<file path="config.mk">
export PLATFORM = sky130hd
export DESIGN_NAME = spim_top
export DESIGN_NICKNAME = d
export VERILOG_FILES = /design/src/spim_pkg.sv /design/src/spim_top.sv
export SDC_FILE = /design/constraint.sdc
export NUM_CORES = 1
export LEC_CHECK = 0
export CORE_AREA = 2 2 65 67
export DETAILED_ROUTE_END_ITERATION = 8
export DIE_AREA = 0 0 67 69
export DONT_BUFFER_PORTS = 1
export PLACE_DENSITY = 0.77
export SYNTH_ARGS = -nofsm -noshare
export SYNTH_HDL_FRONTEND = slang
export SYNTH_SLANG_ARGS = --single-unit
</file>
<file path="constraint.sdc">
create_clock -name sys_clk -period 4.1 [get_ports sys_clk]
set_input_delay 0.41 -clock sys_clk [delete_from_list [all_inputs] [get_ports sys_clk]]
set_output_delay 0.41 -clock sys_clk [all_outputs]
set_load 0.03 [all_outputs]
</file>
<file path="src/spim_pkg.sv">
// Package of constants and types for the serial port interrupt mask block
package spim_pkg;

  // Register byte addresses
  localparam logic [31:0] ADDR_ENABLE_SET   = 32'h4002_4008;
  localparam logic [31:0] ADDR_ENABLE_CLEAR = 32'h4002_400c;
  localparam logic [31:0] ADDR_MASK_STATE   = 32'h4002_4010;
  localparam logic [31:0] ADDR_EVENT_STATUS = 32'h4002_4030;

  // Source bit positions, shared by enable, clear, mask and status
  localparam int BIT_RX_CHAR_READY      = 0;
  localparam int BIT_TX_HOLDING_FREE    = 1;
  localparam int BIT_BREAK_RECEIVED     = 2;
  localparam int BIT_RX_COUNT_DONE      = 3;
  localparam int BIT_TX_COUNT_DONE      = 4;
  localparam int BIT_OVERRUN_ERROR      = 5;
  localparam int BIT_FRAMING_ERROR      = 6;
  localparam int BIT_PARITY_ERROR       = 7;
  localparam int BIT_RX_TIMEOUT         = 8;
  localparam int BIT_TRANSMITTER_DRAIN  = 9;
  localparam int BIT_REPEAT_LIMIT       = 10;
  localparam int BIT_SPI_UNDERRUN       = 10;
  localparam int BIT_TX_BUFFERS_DRAINED = 11;
  localparam int BIT_RX_BUFFERS_FILLED  = 12;
  localparam int BIT_NOT_ACKNOWLEDGED   = 13;
  localparam int BIT_CLEAR_TO_SEND_CHG  = 19;
  localparam int BIT_MANCHESTER_ERROR   = 24;

  // Bits that do something in SPI master or slave mode
  localparam logic [31:0] SPI_LAYOUT =
    (32'h1 << BIT_RX_CHAR_READY) | (32'h1 << BIT_TX_HOLDING_FREE) |
    (32'h1 << BIT_RX_COUNT_DONE) | (32'h1 << BIT_TX_COUNT_DONE) |
    (32'h1 << BIT_OVERRUN_ERROR) | (32'h1 << BIT_TRANSMITTER_DRAIN) |
    (32'h1 << BIT_SPI_UNDERRUN) | (32'h1 << BIT_TX_BUFFERS_DRAINED) |
    (32'h1 << BIT_RX_BUFFERS_FILLED);

  // Bits that exist only in the character modes
  localparam logic [31:0] CHAR_ONLY =
    (32'h1 << BIT_BREAK_RECEIVED) | (32'h1 << BIT_FRAMING_ERROR) |
    (32'h1 << BIT_PARITY_ERROR) | (32'h1 << BIT_RX_TIMEOUT) |
    (32'h1 << BIT_NOT_ACKNOWLEDGED) | (32'h1 << BIT_CLEAR_TO_SEND_CHG) |
    (32'h1 << BIT_MANCHESTER_ERROR);

  localparam logic [31:0] CHAR_LAYOUT = SPI_LAYOUT | CHAR_ONLY;

  // Sources held sticky inside the block until cleared
  localparam logic [31:0] STICKY_BITS =
    (32'h1 << BIT_BREAK_RECEIVED) | (32'h1 << BIT_OVERRUN_ERROR) |
    (32'h1 << BIT_FRAMING_ERROR) | (32'h1 << BIT_PARITY_ERROR) |
    (32'h1 << BIT_REPEAT_LIMIT) | (32'h1 << BIT_NOT_ACKNOWLEDGED) |
    (32'h1 << BIT_CLEAR_TO_SEND_CHG) | (32'h1 << BIT_MANCHESTER_ERROR);

  // Error flags that the status reset command clears
  localparam logic [31:0] STATUS_RESET_BITS =
    (32'h1 << BIT_BREAK_RECEIVED) | (32'h1 << BIT_OVERRUN_ERROR) |
    (32'h1 << BIT_FRAMING_ERROR) | (32'h1 << BIT_PARITY_ERROR) |
    (32'h1 << BIT_SPI_UNDERRUN) | (32'h1 << BIT_MANCHESTER_ERROR);

  // Reset values
  localparam logic [31:0] MASK_RESET   = 32'h0000_0000;
  localparam logic [31:0] STATUS_RESET = 32'h0000_0000;
  localparam logic [31:0] READ_ZERO    = 32'h0000_0000;

  // Operating mode codes that select the SPI layout
  localparam logic [3:0] MODE_SPI_MASTER = 4'he;
  localparam logic [3:0] MODE_SPI_SLAVE  = 4'hf;

  // Register bus request
  typedef struct packed {
    logic [31:0] addr;
    logic [31:0] wdata;
    logic        wr;
    logic        rd;
  } spim_req_t;

  // Interrupt sources from the rest of the port
  typedef struct packed {
    logic [31:0] level;
    logic [31:0] set;
    logic        status_reset_command;
  } spim_src_t;

endpackage : spim_pkg

</file>
<file path="src/spim_top.sv">
// Interrupt mask, sticky status and request logic of the serial port
//
// Strobed register access was decided locally.
`timescale 1ns/1ps
module spim_top
  import spim_pkg::*;
(
  // Clock and reset
  input  wire logic              sys_clk,
  input  wire logic              rst,
  // Register bus
  input  wire spim_pkg::spim_req_t bus_req,
  output logic [31:0]            rd_data_q,
  // Port state
  input  wire logic [3:0]        op_mode,
  input  wire spim_pkg::spim_src_t src,
  // Interrupt request
  output logic                   irq_q
);
  import spim_pkg::*;

  logic        spi_mode;
  logic [31:0] layout;
  logic        wr_enable;
  logic        wr_clear;
  logic        wr_status;
  logic [31:0] mask_q;
  logic [31:0] sticky_q;
  logic [31:0] sticky_d;
  logic [31:0] sticky_clr;
  logic [31:0] status_view;
  logic [31:0] pending;

  // Bit map of the sources, one position per source in every register:
  // receive ready at 0, transmit holding free at 1
  // break received at 2
  // overrun at 5, framing at 6, parity at 7
  // buffer sources at 3, 4, 11 and 12 in every mode
  // transmitter drained at 9, receive time-out at 8
  // repeat limit at 10, not acknowledged at 13
  // clear-to-send change at 19, Manchester error at 24
  // The same masks feed enable, clear, mask read and status, so a
  // position can never drift between the four registers.

  // Layout follows the operating mode field
  assign spi_mode = (op_mode == MODE_SPI_MASTER) ||
                    (op_mode == MODE_SPI_SLAVE);
  // SPI drops the character-only sources; bit 10 keeps its slot
  assign layout   = spi_mode ? SPI_LAYOUT : CHAR_LAYOUT;

  // Address decode of write strobes
  assign wr_enable = bus_req.wr && (bus_req.addr == ADDR_ENABLE_SET);
  assign wr_clear  = bus_req.wr && (bus_req.addr == ADDR_ENABLE_CLEAR);
  assign wr_status = bus_req.wr && (bus_req.addr == ADDR_EVENT_STATUS);

  // Mask bits; writes only touch the bits of the live layout
  always_ff @(posedge sys_clk)
  begin
    if (rst)
      mask_q <= MASK_RESET;
    else if (wr_enable)
      mask_q <= mask_q | (bus_req.wdata & layout);
    else if (wr_clear)
      mask_q <= mask_q & ~(bus_req.wdata & layout);
  end

  // Sticky clear: write-one to status, or the status reset command
  always_comb
  begin
    sticky_clr = bus_req.wdata & {32{wr_status}};
    if (src.status_reset_command)
      sticky_clr = sticky_clr | STATUS_RESET_BITS;
  end

  // A new event beats a clear in the same cycle
  assign sticky_d = (sticky_q & ~sticky_clr) |
                    (src.set & STICKY_BITS);

  always_ff @(posedge sys_clk)
  begin
    if (rst)
      sticky_q <= STATUS_RESET;
    else
      sticky_q <= sticky_d;
  end

  // Level sources pass straight; sticky ones come from the hold register
  assign status_view = (src.level & ~STICKY_BITS) | sticky_q;
  assign pending     = status_view & mask_q & layout;

  // Registered request keeps the output glitch free, one cycle late
  always_ff @(posedge sys_clk)
  begin
    if (rst)
      irq_q <= 1'b0;
    else
      irq_q <= |pending;
  end

  // Read data valid the cycle after the strobe; write-only reads zero
  always_ff @(posedge sys_clk)
  begin
    if (rst)
      rd_data_q <= READ_ZERO;
    else if (bus_req.rd && (bus_req.addr == ADDR_MASK_STATE))
      rd_data_q <= mask_q & layout;
    else if (bus_req.rd && (bus_req.addr == ADDR_EVENT_STATUS))
      rd_data_q <= status_view & layout;
    else
      rd_data_q <= READ_ZERO;
  end
endmodule : spim_top

</file>
==> summary.txt <==
Status: complete, no violations
Final slew viol count: 0
Switching power: 0.198 mW
Worst Setup Start Kind: input port
Flop pwr share: 0.541
WP data required: 4.27 ns
Setup Buffers After CTS: 0
Largest net degree at the start of global routing: 35
Commonest cells after routing, fill and taps aside: dfxtp_1, nor2_1, a311oi_1
Gr ovfl total: 0
I/O pins: 170
F_max: 457 MHz
Global-route wire length before repair: 8.78 mm
H-tree levels: 2
R2R Path Start: sticky_q[1]
Initial antenna violation count: 0
CP max FO: 17
CORE AREA: 3910 sq um
Vias in the first global route: 1733
Post-route cell area: 2420 sq um
Clock power frac: 0.396
DR pass1 iterations: 4
Post-CTS Hold Fix Bufs: 0
Worst hold slack: 0.164 ns
RD Place Congestion: 0.746
Total Wirelength: 5.63 mm
Logic gate share of total power: 0.063
Area share of the largest cell type after synthesis: 0.409
Root buf cell: clkbuf_8
Reg2Reg Depth: 4
Overall routing resource usage: 0.246
Routed vias/inst: 6.61
Power Internal: 0.700 mW
Starting DRT DRC Count: 127
RSZ-0062 raised after global routing: false
Post-DR wirelength/cell: 19.4 microns
Area Growth Syn to Fin: 0.888%
Worst-path clk slew: 0.09 ns
Antenna diodes: 0
DIE HEIGHT: 69 microns
Yosys warns: 0
Sw frac: 0.220
Slew margin rel.: 0.362
Worst-Skew Late Latency: 0.31 ns
Initial core utilization: 0.612
Min-delay src: rst
Antenna Nets Post-Route: 0
Max cap viols: 0
Worst R2R Setup Slack: 2.99 ns
Final TNS setup: 0 ns
Mean area per synthesized cell: 9.51 sq um
PwrDens: 371 nW/um^2
Ranking of synthesized cells by area: dfxtp_1, a311oi_1, a41oi_1, buf_4, a211oi_1
Sequential area share after synthesis: 0.409
Die X-Extent: 67 microns
Mapped Area: 2400 sq um
PortBufs: 0
Max VDD drop: 175 uV
Number of hold violations in the final report: 0
Data arrival, critical path: 2.35 ns
Final setup violation count: 0
Hold crit path type: input port to flip-flop
Clock Path Buffers: 2
Min Clock Period, post-route: 2.19 ns
Yosys reg bits: 49
Yosys cell types: 37
Leak: 0.816 nW
Synth area leader: dfxtp_1
CTS Buf Count: 5
RR Endpoint: irq_q
TritonCTS clock tree: done
Sink Count: 49
DRC violations left: 0
Die area: 4620 sq um
Layout cell share with drive strength beyond 1: 0.0958
Post-CTS Resized: 0
DR vias: 1917
Worst-Margin Slew: 0.950 ns
Kind of critical path: input port to flip-flop
Post-detail-place hpwl: 4.03 mm
NumNets Final: 376
Commonest non-fill, non-tap cell in the layout: dfxtp_1
Mapped Cells: 252
Post-DP Area: 2300 sq um
CP Capture Type: flip-flop
WHS Path Cells: 1
Post-route clock period utilization: 0.534
Site Rows: 23
Clock Skews: 0.00723 ns
worst max-delay path, cell delays in order:
cell and delay [ns]:
nor4_1 0.40, and4_1 0.70, and3_1 0.66, a311oi_1 0.17
layout make-up:
type | instances | area, sq um
clock inverters | 1 | 30.0
well taps | 50 | 62.6
flip-flops and latches | 49 | 981
fillers | 356 | 1500
inverters | 2 | 7.51
multi-input cells | 180 | 1240
clock buffers | 7 | 86.3
repair buffers | 1 | 7.51
cells by family (layout without fill, tap and decap cells):
family | Yosys count | in the layout | share of synthesized area
AND/OR/NAND/NOR | 81 | 81 | 0.224
AO/OA/AOI/OAI | 75 | 75 | 0.237
buffers and inverters | 38 | 11 | 0.0956
flip-flops | 49 | 49 | 0.409
other | 1 | 16 | 0.00157
multiplexers | 8 | 8 | 0.0334
per-layer routing:
metal | up-vias | global-route usage | wire length [microns]
met2 | 125 | 0.382 | 2610
li1 | 903 | - | -
met4 | 0 | 0.0862 | 92
met5 | - | 0 | 0
met1 | 882 | 0.323 | 2230
met3 | 7 | 0.0685 | 695
power by group through the flow:
stage / clock network (mW) / logic (mW) / registers [mW]
after floorplan: 0 / 0.0732 / 0.495
after global placement: 0 / 0.0555 / 0.496
after global routing: 0.377 / 0.0615 / 0.486
final: 0.355 / 0.0568 / 0.485
after CTS: 0.359 / 0.0567 / 0.485
after detailed placement: 0 / 0.0565 / 0.497
stage by stage:
stage          utilization  power [mW]  worst slack (ns)  cells
2_1_floorplan            -       0.568              2.23    267
3_3_place_gp         0.588       0.552              1.60    282
3_5_place_dp         0.588       0.553              1.57    282
4_1_cts              0.618       0.901              1.90    290
5_1_grt              0.618       0.924              1.77    290
6_report             0.618       0.897              1.91    290
how the worst max path moves through the flow:
stage	slack, ns	depth (start not counted)	startpoint	to
detailed placement	1.57	4	bus_req[50]	flip-flop
floorplan	2.23	6	bus_req[60]	rd_data_q[2]
global placement	1.60	4	bus_req[50]	flip-flop
global route	1.77	4	bus_req[50]	flip-flop
CTS	1.90	4	bus_req[50]	flip-flop
finish	1.91	4	bus_req[35]	flip-flop
synthesized netlist by cell type, drive strengths merged:
library cell and instances:
a2111oi 1, a211oi 15, a21oi 14, a22oi 4
a311oi 17, a41oi 16, and2 8, and3 9
and4 2, buf 24, clkbuf 12, conb 1
dfxtp 49, inv 2, mux2i 8, nand2b 8
nand3 2, nand4 5, nor2 21, nor2b 8
nor3 7, nor3b 2, nor4 5, nor4b 2
nor4bb 1, o21ai 8, or4b 1
(Power assumes the default switching activity.)
